===== config.mk =====
export PLATFORM = sky130hd
export DESIGN_NAME = svmon_top
export DESIGN_NICKNAME = d
export VERILOG_FILES = /design/src/svmon_pkg.sv /design/src/svmon_top.sv
export SDC_FILE = /design/constraint.sdc
export NUM_CORES = 1
export LEC_CHECK = 0
export BUFFER_PORTS_ARGS = -buffer_cell sky130_fd_sc_hd__buf_4
export CAP_MARGIN = 40
export CORE_MARGIN = 5
export CORE_UTILIZATION = 35
export CTS_CLUSTER_SIZE = 30
export DETAILED_ROUTE_END_ITERATION = 16
export PLACE_DENSITY = 0.58
export SLEW_MARGIN = 25
export SYNTH_ARGS = -nofsm -noshare
export SYNTH_HDL_FRONTEND = slang
export SYNTH_SLANG_ARGS = --single-unit

===== constraint.sdc =====
create_clock -name mclk_i -period 2.5 [get_ports mclk_i]
set_input_delay 0.125 -clock mclk_i [delete_from_list [all_inputs] [get_ports mclk_i]]
set_output_delay 0.125 -clock mclk_i [all_outputs]
set_load 0.05 [all_outputs]

===== src/svmon_pkg.sv =====
package svmon_pkg;
    // ------------------------------------------------------------
    // register offsets (9-bit register index space)
    // ------------------------------------------------------------
    localparam logic [8:0] BOOST_SETPOINT_OFF = 9'h17F;
    localparam logic [8:0] PLL_SETUP_OFF = 9'h1A7;
    localparam logic [8:0] DRIVER_COND_OFF = 9'h1B2;
    localparam logic [8:0] BATT_RESULT_OFF = 9'h1B3;
    // ------------------------------------------------------------
    // field positions and reset values
    // ------------------------------------------------------------
    localparam int PLL_FM_EN_BIT = 0;
    localparam int PLL_BACKUP_BIT = 1;
    localparam int DRV_GS_LOW_BIT = 0;
    localparam int DRV_BP_LOW_BIT = 1;
    localparam int DRV_BP_DIS_EN_BIT = 2;
    localparam int DRV_BP_MON_EN_BIT = 3;
    localparam int DRV_BP_MODE_BIT = 4;
    localparam logic [7:0] BOOST_CODE_RST = 8'h08;
    localparam logic FM_EN_RST = 1'b1;
    // ------------------------------------------------------------
    // timing
    // ------------------------------------------------------------
    localparam int CLK_MHZ = 250;
    localparam int REF_PERIOD_NS = 1000;
    localparam int REF_CYC = REF_PERIOD_NS * CLK_MHZ / 1000;
    localparam logic [8:0] REF_MIN_CYC = 9'(REF_CYC * 4 / 5);
    localparam logic [8:0] REF_MAX_CYC = 9'(REF_CYC * 6 / 5);
    localparam logic [3:0] BATT_SETTLE_CYC = 4'h8;
    localparam logic [2:0] FILT_CYC = 3'h4;
    localparam int NSYNC = 6;
    // ------------------------------------------------------------
    // types
    // ------------------------------------------------------------
    typedef struct packed {
        logic gate_supply_low;
        logic boost_lockout;
        logic boost_above;
        logic batt_above;
        logic ext_clk;
        logic power_on_reset_n;
    } svmon_ana_t;
    typedef enum logic [1:0] {
        BAT_SET = 2'b00,
        BAT_WAIT = 2'b01,
        BAT_LATCH = 2'b10
    } svmon_bat_st_t;
endpackage


===== src/svmon_top.sv =====
`timescale 1ns/1ps
module svmon_top
    import svmon_pkg::*;
(
    // clock and reset
    input wire logic mclk_i,
    input wire logic rst_i,
    // analog front end
    input wire svmon_pkg::svmon_ana_t ana_i,
    output logic [7:0] boost_dac_o,
    output logic boost_div_quarter_o,
    output logic [5:0] batt_dac_o,
    // register port
    input wire logic [8:0] reg_addr_i,
    input wire logic reg_wr_i,
    input wire logic [15:0] reg_wdata_i,
    output logic [15:0] reg_rdata_o,
    // microcore side
    input wire logic mc_dac_wr_i,
    input wire logic [7:0] mc_dac_data_i,
    output logic [5:0] mc_batt_o,
    output logic boost_above_o,
    // drivers
    input wire logic [6:0] hs_in_i,
    input wire logic [7:0] ls_in_i,
    output logic [6:0] hs_cmd_o,
    output logic [7:0] ls_cmd_o,
    // supply and clock control
    output logic cp_run_o,
    output logic pll_backup_o,
    output logic pll_fm_en_o,
    output logic cram_clk_o,
    output logic dram_clk_o
);
    import svmon_pkg::*;

    // ------------------------------------------------------------
    // synchronisers
    // ------------------------------------------------------------
    logic [NSYNC-1:0] raw_w;
    logic [NSYNC-1:0] meta_r;
    logic [NSYNC-1:0] sync_r;
    assign raw_w = ana_i;
    genvar gi;
    generate
        for (gi = 0; gi < NSYNC; gi++)
        begin : g_sync
            always_ff @(posedge mclk_i or posedge rst_i)
            begin
                if (rst_i)
                begin
                    meta_r[gi] <= 1'b0;
                    sync_r[gi] <= 1'b0;
                end
                else
                begin
                    meta_r[gi] <= raw_w[gi];
                    sync_r[gi] <= meta_r[gi];
                end
            end
        end
    endgenerate
    svmon_ana_t s_w;
    assign s_w = sync_r;

    // ------------------------------------------------------------
    // registers
    // ------------------------------------------------------------
    logic [7:0] boost_code_r;
    logic fm_en_r;
    logic bp_dis_en_r;
    logic bp_mon_en_r;
    logic bp_mode_r;
    logic [5:0] batt_res_r;
    logic backup_r;
    logic bp_low_r;

    function automatic logic hit(input logic [8:0] a, input logic [8:0] off);
        hit = (a == off);
    endfunction

    wire wr_boost_w = reg_wr_i && hit(reg_addr_i, BOOST_SETPOINT_OFF);
    wire wr_pll_w = reg_wr_i && hit(reg_addr_i, PLL_SETUP_OFF);
    wire wr_drv_w = reg_wr_i && hit(reg_addr_i, DRIVER_COND_OFF);

    // microcode write wins over a register write in the same cycle
    logic [7:0] boost_code_nxt;
    assign boost_code_nxt = mc_dac_wr_i ? mc_dac_data_i :
                            wr_boost_w ? reg_wdata_i[7:0] : boost_code_r;

    always_ff @(posedge mclk_i or posedge rst_i)
    begin
        if (rst_i)
        begin
            boost_code_r <= BOOST_CODE_RST;
            fm_en_r <= FM_EN_RST;
            bp_dis_en_r <= 1'b0;
            bp_mon_en_r <= 1'b0;
            bp_mode_r <= 1'b0;
        end
        else
        begin
            boost_code_r <= boost_code_nxt;
            if (wr_pll_w)
            begin
                fm_en_r <= reg_wdata_i[PLL_FM_EN_BIT];
            end
            if (wr_drv_w)
            begin
                bp_dis_en_r <= reg_wdata_i[DRV_BP_DIS_EN_BIT];
                bp_mon_en_r <= reg_wdata_i[DRV_BP_MON_EN_BIT];
                bp_mode_r <= reg_wdata_i[DRV_BP_MODE_BIT];
            end
        end
    end

    logic [15:0] rd_mux_w;
    assign rd_mux_w = hit(reg_addr_i, BOOST_SETPOINT_OFF) ? {8'h00, boost_code_r} :
                      hit(reg_addr_i, PLL_SETUP_OFF) ? {14'h0000, backup_r, fm_en_r} :
                      hit(reg_addr_i, DRIVER_COND_OFF) ?
                          {11'h000, bp_mode_r, bp_mon_en_r, bp_dis_en_r, bp_low_r, s_w.gate_supply_low} :
                      hit(reg_addr_i, BATT_RESULT_OFF) ? {10'h000, batt_res_r} : 16'h0000;

    always_ff @(posedge mclk_i or posedge rst_i)
    begin
        if (rst_i)
            reg_rdata_o <= 16'h0000;
        else
            reg_rdata_o <= rd_mux_w;
    end

    // ------------------------------------------------------------
    // boost monitor
    // ------------------------------------------------------------
    // one filter serves both modes, so a mode switch keeps its history
    logic [2:0] filt_cnt_r;
    logic filt_r;
    always_ff @(posedge mclk_i or posedge rst_i)
    begin
        if (rst_i)
        begin
            filt_cnt_r <= 3'h0;
            filt_r <= 1'b0;
        end
        else if (s_w.boost_above == filt_r)
            filt_cnt_r <= 3'h0;
        else if (filt_cnt_r == FILT_CYC - 3'h1)
        begin
            filt_cnt_r <= 3'h0;
            filt_r <= s_w.boost_above;
        end
        else
            filt_cnt_r <= filt_cnt_r + 3'h1;
    end

    // code step is 312.5 mV at 1/32 and 39.1 mV at 1/4 in the analog divider
    assign boost_dac_o = boost_code_r;
    assign boost_div_quarter_o = bp_mode_r;
    assign boost_above_o = filt_r;

    always_ff @(posedge mclk_i or posedge rst_i)
    begin
        if (rst_i)
            bp_low_r <= 1'b0;
        else
            bp_low_r <= bp_mon_en_r && !filt_r;
    end

    // ------------------------------------------------------------
    // battery measurement
    // ------------------------------------------------------------
    // code times 39.06 mV times 16 is the battery level, about 5 V to 36 V
    svmon_bat_st_t bat_st_r;
    logic [2:0] bit_r;
    logic [3:0] settle_r;
    logic [5:0] trial_r;
    always_ff @(posedge mclk_i or posedge rst_i)
    begin
        if (rst_i)
        begin
            bat_st_r <= BAT_SET;
            bit_r <= 3'h5;
            settle_r <= 4'h0;
            trial_r <= 6'h00;
            batt_res_r <= 6'h00;
        end
        else
        begin
            case (bat_st_r)
                BAT_SET:
                begin
                    trial_r[bit_r] <= 1'b1;
                    settle_r <= 4'h0;
                    bat_st_r <= BAT_WAIT;
                end
                BAT_WAIT:
                begin
                    if (settle_r == BATT_SETTLE_CYC)
                    begin
                        if (!s_w.batt_above)
                            trial_r[bit_r] <= 1'b0;
                        if (bit_r == 3'h0)
                            bat_st_r <= BAT_LATCH;
                        else
                        begin
                            bit_r <= bit_r - 3'h1;
                            bat_st_r <= BAT_SET;
                        end
                    end
                    else
                        settle_r <= settle_r + 4'h1;
                end
                BAT_LATCH:
                begin
                    batt_res_r <= trial_r;
                    trial_r <= 6'h00;
                    bit_r <= 3'h5;
                    bat_st_r <= BAT_SET;
                end
                default:
                    bat_st_r <= BAT_SET;
            endcase
        end
    end
    assign batt_dac_o = trial_r;
    assign mc_batt_o = batt_res_r;

    // ------------------------------------------------------------
    // driver gating
    // ------------------------------------------------------------
    wire hs_block_w = s_w.gate_supply_low || s_w.boost_lockout || (bp_low_r && bp_dis_en_r);
    always_ff @(posedge mclk_i or posedge rst_i)
    begin
        if (rst_i)
        begin
            hs_cmd_o <= 7'h00;
            ls_cmd_o <= 8'h00;
        end
        else
        begin
            hs_cmd_o <= hs_block_w ? 7'h00 : hs_in_i;
            ls_cmd_o <= s_w.gate_supply_low ? 8'h00 : ls_in_i;
        end
    end

    // ------------------------------------------------------------
    // charge pump and clocks
    // ------------------------------------------------------------
    // the raw reset input cuts the pump at once; release waits for the sync
    assign cp_run_o = ana_i.power_on_reset_n && s_w.power_on_reset_n;

    logic clk_prev_r;
    logic [8:0] per_r;
    wire clk_edge_w = s_w.ext_clk && !clk_prev_r;
    always_ff @(posedge mclk_i or posedge rst_i)
    begin
        if (rst_i)
        begin
            clk_prev_r <= 1'b0;
            per_r <= 9'h000;
            backup_r <= 1'b1;
        end
        else
        begin
            clk_prev_r <= s_w.ext_clk;
            if (clk_edge_w)
            begin
                per_r <= 9'h000;
                backup_r <= (per_r < REF_MIN_CYC) || (per_r > REF_MAX_CYC);
            end
            else if (per_r > REF_MAX_CYC)
                backup_r <= 1'b1;
            else
                per_r <= per_r + 9'h001;
        end
    end
    assign pll_backup_o = backup_r;
    assign pll_fm_en_o = fm_en_r;
    // inverted clocks let the rams sample mid cycle of the logic clock
    assign cram_clk_o = ~mclk_i;
    assign dram_clk_o = ~mclk_i;
endmodule


After elaboration in Yosys (flattened, before gate mapping)
Cells that the tools add are included.

word-level totals
  bits in registers = 84
  latch bits = 0
  memory bits (writable) = 0
  bits in read-only memories = 0
  output and inout port bits = 58
  word-level logic and storage cells = 109
  memories kept = 0

operators by class
  $add $sub $neg = 4
  multiply operators = 0
  div/mod/pow operators = 0
  magnitude comparators = 4
  eq/ne operators = 14
  shift operators = 0
  muxes and demuxes = 27
  bitwise gates (word level) = 5
  reduce and logical (&&, ||, !) cells = 24

operator list
  kind                                                                   number
  9-bit equality test (second input constant)                            4
  8-bit 2-to-1 mux                                                       4
  6-bit 2-to-1 mux                                                       5
  9-bit 2-to-1 mux                                                       2
  6-bit one-hot mux with 3 select lines                                  1
  3-bit 2-to-1 mux                                                       4
  2-bit inequality test (second input constant)                          5
  9-bit by 1-bit adder with 9-bit output (second input constant)         1
  9-bit greater-than comparator (second input constant)                  1
  9-bit by 8-bit < comparator with 1-bit output (second input constant)  1
  1-bit logical AND                                                      8
  4-bit one-hot mux with 2 select lines                                  1
  2-bit nonzero test                                                     4
  7-bit 2-to-1 mux                                                       1
  6-bit bitwise AND                                                      1
  6-bit NOT                                                              1
  6-bit bitwise OR                                                       1
  3-bit one-hot mux with 2 select lines                                  1
  3-bit AND reduction                                                    2
  4-bit by 1-bit adder with 4-bit output (second input constant)         1
  4-bit equality test (second input constant)                            1
  3-bit by 4-bit < comparator with 1-bit output (second input constant)  1
  2-bit 2-to-1 mux                                                       2
  4-bit 2-to-1 mux                                                       1
  17 further kinds                                                       24

Logic depth before layout (Yosys ltp)
Gate-level depths: netlist of run 1.

  word-level depth = 9
  gate-level depth with buffers = 7

==> metrics, run 1 <==
compound-cell area share of the yosys netlist about 12%; CTS buffer count 9; total wire length around 8.6 mm; sw power between 1 and 1.5 mW; Final Non-Filler Cells around 590; area leader, netlist dfrtp_1; sw frac between 30 and 40%; share of the yosys chip area belonging to registers 57.16%; Die Area ~0.013 mm2; mean post-synth cell area ~11 um2; Clock power frac 38.5%; H-tree levels 3; max cap viols 0; Slew @ Worst Pin about 740 ps; Clk Latency, worst-skew pair 350 ps; # DRC 0; nets@finish 514; setup violators final 0; #FFs+latches synth 84; Main synth FF type dfrtp_1; Hold Crit Depth 2; crit end category output pin; dpl cells roughly 550; CTS Buffer Depth 2; FP Rows 37; R2R Path Start bat_st_r[1]; top cells by area, synth dfrtp_1 54%, mux2_2 4.0%, nor2b_1 3.7%, dfstp_2 3.6%, ha_1 3.4%; area delta synth->final 35.18%; Placeable Area ~0.010 mm2; cell with the most instances after synthesis dfrtp_1; RD Place Congestion roughly 0.8; post-CTS setup repair buffer count 0; drt first pass iters 4; RR Endpoint batt_dac_o[1]; number of I/O pins around 120; RSZ-0062 raised after global routing false; Setup CP Type clk2out; internal power consumption around 2.3 mW; number of antenna diodes 0; Via Count approximately 2800; post-route ant nets 0; Post-synth EDFFs 0; CP Launch Type clock port; r2r setup slk slightly above 600 ps; Initial Util a little over a third; Worst Hold Launch ls_in_i[7]; Root Buffer clkbuf_8; Syn. warnings 0; layout cells sized above 1 32.15%; 1st-iter DRT viols ~180; Max transition margin 50.36%; hold endpoint ls_cmd_o[7]; first-pass GRT wire length 14.15 mm; Adder-Cell Fraction of Synth Area between 3 and 4%; Hold Violations, Final 0; Flop pwr share 46.4%; pwr dens 656.6 mW/mm2; Vias/cell around 4.7; GRT Resource Usage Total between 10 and 15%; CTS tree built; Fin Clk Skew approximately 12 ps; Leak 2.435 nW; overflow left after global routing 0; Post-Route Setup TNS 0 ps; Required @ worst endpoint 2380 ps; Commonest cells post-synth 79 x dfrtp_1, 22 x nor2b_1, 20 x nand2_1; Logic pwr share roughly 15%; R2R depth 5; DR WL/cell approximately 15 um; vias in the first global route 2771; die span in y 112.7 um; hpwl dp 6.211 mm; Synth Cell Area around 0.0037 mm2; largest family of logic cells by synthesized area simple AND/OR/NAND/NOR gates; Slew Viols, Final 0; top-area cell type share of the netlist area 53.60%; CP arrival roughly 1800 ps; Worst-path clk slew 80 ps; Cell variety after synth 51; CTS Hold Bufs 21; largest net degree at the start of global routing 53; die width between 100 and 150 um; Worst VDD drop ~0.45 mV; CP max FO 12; mux share of post-synthesis cell area under 10%; run status completed; Post-CTS Resized 0; port bufs roughly 100; antenna violations before repair 0; post-synthesis cell count about 320; hold crit path type in2reg; Async SR Flop Fraction 100.0%; Post-Synth Simple-Gate Area approximately 17%; XOR/XNOR Fraction of Synth Area around 1.2%
==> per-layer routing <==
| metal | track usage [%] | vias up | wire [um] |
|---|---|---|---|
| met5 | 0 | - | 0 |
| li1 | - | 1365 | - |
| met1 | 18.99 | 1313 | 3943 |
| met4 | 4.407 | 0 | 104 |
| met2 | 20.34 | 88 | 3922 |
| met3 | 4.420 | 8 | 631 |
==> worst max path at each step <==
stage	from	slack, ps	end
4_1_cts	mclk_i	540	cram_clk_o
3_3_place_gp	bat_st_r[1]	710	batt_dac_o[0]
3_5_place_dp	bat_st_r[1]	630	batt_dac_o[0]
6_report	mclk_i	550	dram_clk_o
2_1_floorplan	rst_i	220	bat_st_r[0]
5_1_grt	bat_st_r[1]	490	batt_dac_o[0]
==> per-stage QoR <==
step | util, % | power (mW) | hold slack (ps) | worst slack (ps) | cell area, um2
finish | 48.30 | 3.274 | 9.745 | 546.6 | 4986
global route | 48.30 | 3.441 | 9.377 | 485.7 | 4986
CTS | 48.30 | 3.321 | 0.9305 | 535.2 | 4986
detailed placement | 44.08 | 2.199 | 215.2 | 630.7 | 4551
global placement | 44.08 | 2.189 | 216.5 | 706.5 | 4551
floorplan | - | 2.004 | 156.4 | 218.1 | 3715
==> layout make-up <==
type / instances / area [um2]
Clock buffer: 11 / 138.9
Fill cell: 947 / 5338
Multi-Input combinational cell: 215 / 1448
Sequential cell: 84 / 2108
Inverter: 11 / 42.54
Tap cell: 136 / 170.2
Timing Repair Buffer: 121 / 973.4
Clock inverter: 9 / 105.1
==> cell usage in the layout, fill, tap and decap left out, types with 6 or more instances in the layout <==
cell           Yosys  final
nor2b_1           22     22
conb_1             1      8
nand2_1           20     20
mux2_2            13     13
nor3_1             7      7
dlygate4sd3_1      0     21
nor2_1            16     16
a31oi_1           14     14
nand3_1            7      7
ha_1              10     10
a211oi_1           7      7
clkbuf_8           0      9
inv_1             12     12
dfrtp_1           79     79
and2_1            12     12
buf_4              9    101
o21ai_0           13     13
mux2i_1            6      6
a21oi_1           18     18
==> cell families (layout without fill, tap and decap cells) <==
family,after synthesis,in the layout
multiplexers,19,19
AO/OA/AOI/OAI,66,66
flip-flops,84,84
buffers and inverters,32,152
AND/OR/NAND/NOR,107,107
adder cells (fa/ha/maj),10,10
XOR/XNOR,5,5
other,1,8
==> state kept, by name, summed over array words and instances (netlist names), 3 cells and up <==
| name | cells |
|---|---|
| per_r | 9 |
| boost_dac_o | 8 |
| ls_cmd_o | 8 |
| reg_rdata_o | 8 |
| hs_cmd_o | 7 |
| batt_dac_o | 6 |
| mc_batt_o | 6 |
| meta_r | 6 |
| s_w | 6 |
| settle_r | 4 |
| bit_r | 3 |
| filt_cnt_r | 3 |
==> power by group through the flow <==
stage	logic [mW]	registers (mW)	clock network [mW]
detailed placement	0.473	1.54	0.182
finish	0.493	1.52	1.26
global placement	0.465	1.54	0.182
CTS	0.500	1.52	1.30
global route	0.538	1.53	1.37
floorplan	0.206	1.64	0.157
==> critical path, stage by stage <==
cell      delay [ps]
clkbuf_8         150
clkbuf_8         170
inv_1             60
buf_4            190
No activity file was read; power rests on OpenSTA's default activity.
==> run 2: changes to the inputs <==
- ABC_AREA: not set -> 1
- clock period: 2.5 -> 1.8 ns (I/O delays scaled with it)
==> metrics, run 2 <==
Placeable Area 0.01084 mm2 (+5.0%); Final Non-Filler Cells 740 (+26%); Slew @ Worst Pin 511.7 ps (-228.6 ps); CTS tree built; commonest non-fill, non-tap cell in the layout nand2_1; Cell variety after synth 33 (-35%); layout cells sized above 1 22.50% (-9.7 points); CP max stage delay 400 ps (+210 ps); RSZ-0062 raised after global routing false; hold crit path type in2reg; hold endpoint boost_div_quarter_o; top cells by area, synth dfrtp_1 51%, nand2_1 13%, inv_1 7.6%, o21ai_0 4.4%, nor2_1 4.2%; pwr dens 844.5 mW/mm2 (+29%); FP Rows 38 (+2.7%); vias in the first global route 3312 (+20%); Vias/cell 4.436 (-6.1%); CTS buffer count 9 (unchanged); total wire length 9.183 mm (+6.8%); Synth Cell Area 0.003886 mm2 (+5.4%); top-area cell type share of the netlist area 50.87% (-2.7 points); setup violators final 0 (unchanged); commonest non-fill, non-tap cells in the layout 131 x nand2_1, 102 x buf_4, 79 x inv_1, 79 x dfrtp_1, 44 x nor2_1; CP max-delay cell dfrtp_1; Clk Latency, worst-skew pair 350 ps (about the same); cell with the most instances after synthesis nand2_1; Post-synth EDFFs 0 (unchanged); most used cell, CP inv_1; CP arrival 1870 ps (+40 ps); first-pass GRT wire length 15.46 mm (+9.3%); R2R Path Start bat_st_r[1]; CP cell instances inv_1 -> ha_2 -> buf_4 -> a21oi_1 -> nand2_2 -> nor2_4 -> nand2_1 -> o21ai_1 -> inv_1; Largest register FFs 9 (unchanged); Post-Route Setup TNS 0 ps (unchanged); r2r setup slk 190 ps (-430 ps); CP Launch Type register; overflow left after global routing 0 (unchanged); Syn. warnings 0 (unchanged); RD Place Congestion 0.8485 (+7.6%); post-synthesis cell count 464 (+43%); Hold Violations, Final 0 (unchanged); Worst Hold Launch reg_wdata_i[4]; 1st-iter DRT viols 148 (-20%); area leader, netlist dfrtp_1; crit share post-route between 80% and 90%; Root Buffer clkbuf_8; FMAX ~0.62 GHz; Commonest cells post-synth 132 x nand2_1, 79 x dfrtp_1, 79 x inv_1; Leak 2.877 nW (+18%); CP max FO 7 (-5); number of I/O pins 116 (unchanged); dpl cells 701 (+28%); H-tree levels 3 (unchanged); post-route ant nets 0 (unchanged); number of antenna diodes 0 (unchanged); RR Endpoint batt_dac_o[4]; # DRC 0 (unchanged); Async SR Flop Fraction 100.0% (unchanged); die width 115.4 um (+2.4%); GRT Resource Usage Total 14.43% (+0.73 points); Hold Crit Depth 3 (+1); Via Count 3283 (+18%); Worst VDD drop 0.8150 mV (+82%); share of the yosys chip area belonging to registers 54.25% (-2.9 points); Die Area 0.01331 mm2 (+4.9%); run status completed; CTS Buffer Depth 2 (unchanged); Main synth FF type dfrtp_1; Fin Clk Skew 12.16 ps (+0.2668 ps); crit end category register; #FFs+latches synth 84 (unchanged); R2R depth 9 (+4); die span in y 115.4 um (+2.4%); mean post-synth cell area 8.375 um2 (-26%); max cap viols 0 (unchanged); Power Total 4.403 mW (+34%); Slew Viols, Final 0 (unchanged); antenna violations before repair 0 (unchanged); largest net degree at the start of global routing 38 (-28%); Worst-path clk slew 100 ps (+20 ps); Setup CP Type reg2reg; crit path time final around 1600 ps; drt first pass iters 4 (unchanged); Required @ worst endpoint 2060 ps (-320 ps); nets@finish 663 (+29%); largest register by flop count per_r; hpwl dp 6.998 mm (+13%); Initial Util 35.85% (+0.12 points); area delta synth->final 34.16%; Max transition margin 65.82% (+15 points); DR WL/cell 12.41 um (-15%); port bufs 99 (unchanged)
==> run 2: changes by cell type after synthesis, moves of 14 or more <==
cell	change
a21oi_1	-14
o21ai_0	+21
a31oi_1	-14
nor2_1	+28
nor2b_1	-22
nand2_1	+112
nand3_1	+15
inv_1	+67
==> run 2: cell families (layout without fill, tap and decap cells) <==
kind of cell	count (synthesis)	after routing	synth area share (%)
other	1	8	0.09649
adder cells (fa/ha/maj)	10	10	3.220
AO/OA/AOI/OAI	48	48	6.665
flip-flops	84	84	54.25
XOR/XNOR	4	4	0.9016
AND/OR/NAND/NOR	223	223	24.69
buffers and inverters	94	223	10.17
==> run 2: area by class of cell <==
| cell class | instances | area (um2) |
|---|---|---|
| clock buffers | 11 | 138.9 |
| repair buffers | 124 | 1011 |
| well taps | 140 | 175.2 |
| multi-input cells | 293 | 1414 |
| fillers | 1014 | 5627 |
| inverters | 79 | 300.3 |
| flip-flops and latches | 84 | 2108 |
| clock inverters | 9 | 66.31 |
==> run 2: worst max path at each step <==
stage                           start             to  slack (ps)  depth (start not counted)
after global placement    bat_st_r[1]  batt_dac_o[4]         230                          9
after CTS                 bat_st_r[1]  batt_dac_o[3]         140                          9
after floorplan                mclk_i     dram_clk_o         220                          2
after detailed placement  bat_st_r[1]  batt_dac_o[3]         160                          9
final                     bat_st_r[1]  batt_dac_o[4]         190                          9
after global routing      bat_st_r[1]  batt_dac_o[4]          40                          9
==> run 2: routing by layer <==
metal | vias up | part of all wire, % | global-route usage, %
met5 | - | 0 | 0
met4 | 0 | 0.74 | 3.756
met3 | 7 | 5.8 | 3.842
met2 | 74 | 49 | 23.53
met1 | 1528 | 45 | 19.11
li1 | 1674 | - | -
==> run 2: metrics by stage <==
step / util, % / setup slack (ps) / area, um2 / hold slack (ps)
after floorplan: - / 217.9 / 3916 / 121.4
after global placement: 44.30 / 229.9 / 4802 / 156.1
after detailed placement: 44.30 / 162.5 / 4802 / 160.8
after CTS: 48.05 / 144.5 / 5209 / 10.58
after global routing: 48.10 / 35.57 / 5214 / 31.97
final: 48.10 / 186.4 / 5214 / 19.70
==> run 2: where the power goes <==
part,switching [mW],internal (mW),total (mW)
Clock,0.942,0.591,1.53
Combinational,0.472,0.291,0.763
Sequential,0.0975,2.01,2.11
Total,1.51,2.89,4.40
==> run 2: timing repair <==
item	in CTS	in global routing
hold buffers	22	0
endpoints found under the setup margin	0	1
endpoints found under the hold margin	41	0
resized for setup	0	2
setup buffers	0	0
==> run 2: worst max-delay path: cells and delay by family, from the launching register on <==
| kind | cells | cell delay, ps |
|---|---|---|
| compound gates | 2 | 220 |
| fa+ha+maj | 1 | 210 |
| buf+inv | 3 | 310 |
| flops | 1 | 400 |
| simple gates | 3 | 390 |
==> run 3: changes to the inputs <==
- BUFFER_PORTS_ARGS: -buffer_cell sky130_fd_sc_hd__buf_4 -> -buffer_cell sky130_fd_sc_hd__buf_2
- GPL_TIMING_DRIVEN: not set -> 1
==> metrics, run 3 (same netlist as run 2, synthesis figures left out) <==
largest net degree at the start of global routing 31 (-18%); nets@finish 666 (+0.45%); port bufs 99 (unchanged); met2 wire length 4.500 mm (+0.67%); Setup CP Type clk2out; 1st-iter DRT viols 161 (+8.8%); most used cell, CP clkbuf_8; Post-Route Setup TNS 0 ps (unchanged); Worst VDD drop 0.8637 mV (+6.0%); R2R Path Start bit_r[0]; pwr dens 869.3 mW/mm2 (+2.9%); M1 WL 4.171 mm (+1.4%); CP max stage delay 250 ps (-150 ps); CP arrival 1540 ps (-330 ps); H-tree levels 3 (unchanged); Root Buffer clkbuf_8; post-route ant nets 0 (unchanged); Top Family by Delay on Critical Path buffers and inverters; commonest non-fill, non-tap cells in the layout 132 x nand2_1, 99 x buf_2, 79 x inv_1, 79 x dfrtp_1, 44 x nor2_1; CP Launch Type clock port; # DRC 0 (unchanged); number of I/O pins 116 (unchanged); Leak 2.832 nW (-1.5%); GRT Resource Usage Total 14.82% (+0.39 points); die width 115.4 um (unchanged); Required @ worst endpoint 1710 ps (-350 ps); Placeable Area 0.01084 mm2 (unchanged); overflow left after global routing 0 (unchanged); r2r setup slk 240 ps (+50 ps); hold endpoint bp_dis_en_r; critical path buffer and inverter count 4 (+1); area delta synth->final 28.07%; hold crit path type in2reg; Clk Latency, worst-skew pair 350 ps (about the same); Largest register FFs 9 (unchanged); Reg area 0.002108 mm2 (unchanged); DR WL/cell 12.43 um (+0.20%); layout cells sized above 1 22.72% (+0.22 points); dpl cells 703 (+0.29%); area occupied by multi-input gates 0.001411 mm2 (-0.18%); Design Area, Final 0.004977 mm2 (-4.5%); Initial Util 35.85% (unchanged); CP max FO 15 (+8); Final Non-Filler Cells 743 (+0.41%); drt first pass iters 4 (unchanged); Finished Core Util 45.91% (-2.2 points); vias in the first global route 3368 (+1.7%); number of antenna diodes 0 (unchanged); Vias/cell 4.497 (+1.4%); antenna violations before repair 0 (unchanged); RSZ-0062 raised after global routing false; RR Endpoint bit_r[0]; Hold Violations, Final 0 (unchanged); placed cell area 0.004557 mm2 (-5.1%); Max transition margin 65.83% (about the same); Worst Hold Launch reg_wdata_i[2]; hpwl dp 6.998 mm (about the same); met3 wire length 498 um (-6.2%); commonest non-fill, non-tap cell in the layout nand2_1; Via Count 3341 (+1.8%); Slew Viols, Final 0 (unchanged); CTS buffer count 9 (unchanged); FP Rows 38 (unchanged); setup violators final 0 (unchanged); CTS Buffer Depth 2 (unchanged); CP cell instances clkbuf_8 -> clkbuf_8 -> inv_1 -> buf_2; post-CTS setup repair buffer count 0 (unchanged); Slew @ Worst Pin 511.4 ps (-0.2264 ps); crit end category output pin; RD Place Congestion 0.8441 (-0.52%); CP max-delay cell buf_2; die span in y 115.4 um (unchanged); CTS tree built; Worst-path clk slew 90 ps (about the same); Fin Clk Skew 9.511 ps (-2.650 ps); max cap viols 0 (unchanged); Fillers 1102 (+8.7%); Die Area 0.01331 mm2 (unchanged); total wire length 9.239 mm (+0.61%); R2R depth 9 (unchanged); largest register by flop count per_r; Hold Crit Depth 3 (unchanged); first-pass GRT wire length 15.79 mm (+2.1%); run status completed; highest metal used met4
## run 3: area by class of cell
cell class,count,area share [%]
timing repair buffer,127,15.69
inverter,79,6.033
sequential,84,42.36
tap,140,3.519
multi-input combinational,293,28.36
clock inverter,9,1.357
clock buffer,11,2.690
## run 3: tightest hold or removal path, delay by kind of cell
family | cells | cell delay (ps)
buffers and inverters | 2 | 160
AOI/OAI and AO/OA | 1 | 80
## run 3: worst max path at each step
stage / startpoint / end / slack [ps] / cells after the start
after floorplan: mclk_i / dram_clk_o / 220 / 2
after global placement: bat_st_r[1] / batt_dac_o[2] / 190 / 7
after detailed placement: bat_st_r[1] / batt_dac_o[4] / 90 / 7
after CTS: bat_st_r[1] / batt_dac_o[4] / 80 / 7
after global routing: bat_st_r[1] / bit_r[0] / 7 / 9
final: mclk_i / cram_clk_o / 170 / 4
## run 3: per-stage QoR
| step | worst slack (ps) | hold WS [ps] | total power [mW] |
|---|---|---|---|
| final | 169.2 | 24.77 | 4.327 |
| after global routing | 7.245 | 34.02 | 4.584 |
| after CTS | 77.34 | 12.78 | 4.405 |
| after detailed placement | 94.64 | 157.7 | 3.043 |
| after global placement | 190.1 | 149.9 | 3.027 |
| after floorplan | 217.9 | 121.4 | 2.842 |
## run 3: where the power goes
group	internal, mW	leakage (nW)	switching, mW
Sequential	2.01	1.05	0.0959
Combinational	0.231	1.66	0.477
Clock	0.569	0.113	0.945
Total	2.81	2.83	1.52
## run 3: what timing repair did
item                                    4_1_cts  5_1_grt
gates resized for setup                       0        1
hold buffers                                 23        0
endpoints found under the setup margin        0       11
hold endpoints to repair                     39        0
## run 3: layer usage
layer	track usage, %	up-vias
met4	3.834	0
met3	3.842	8
met5	0	-
met1	19.83	1577
met2	24.04	79
li1	-	1677
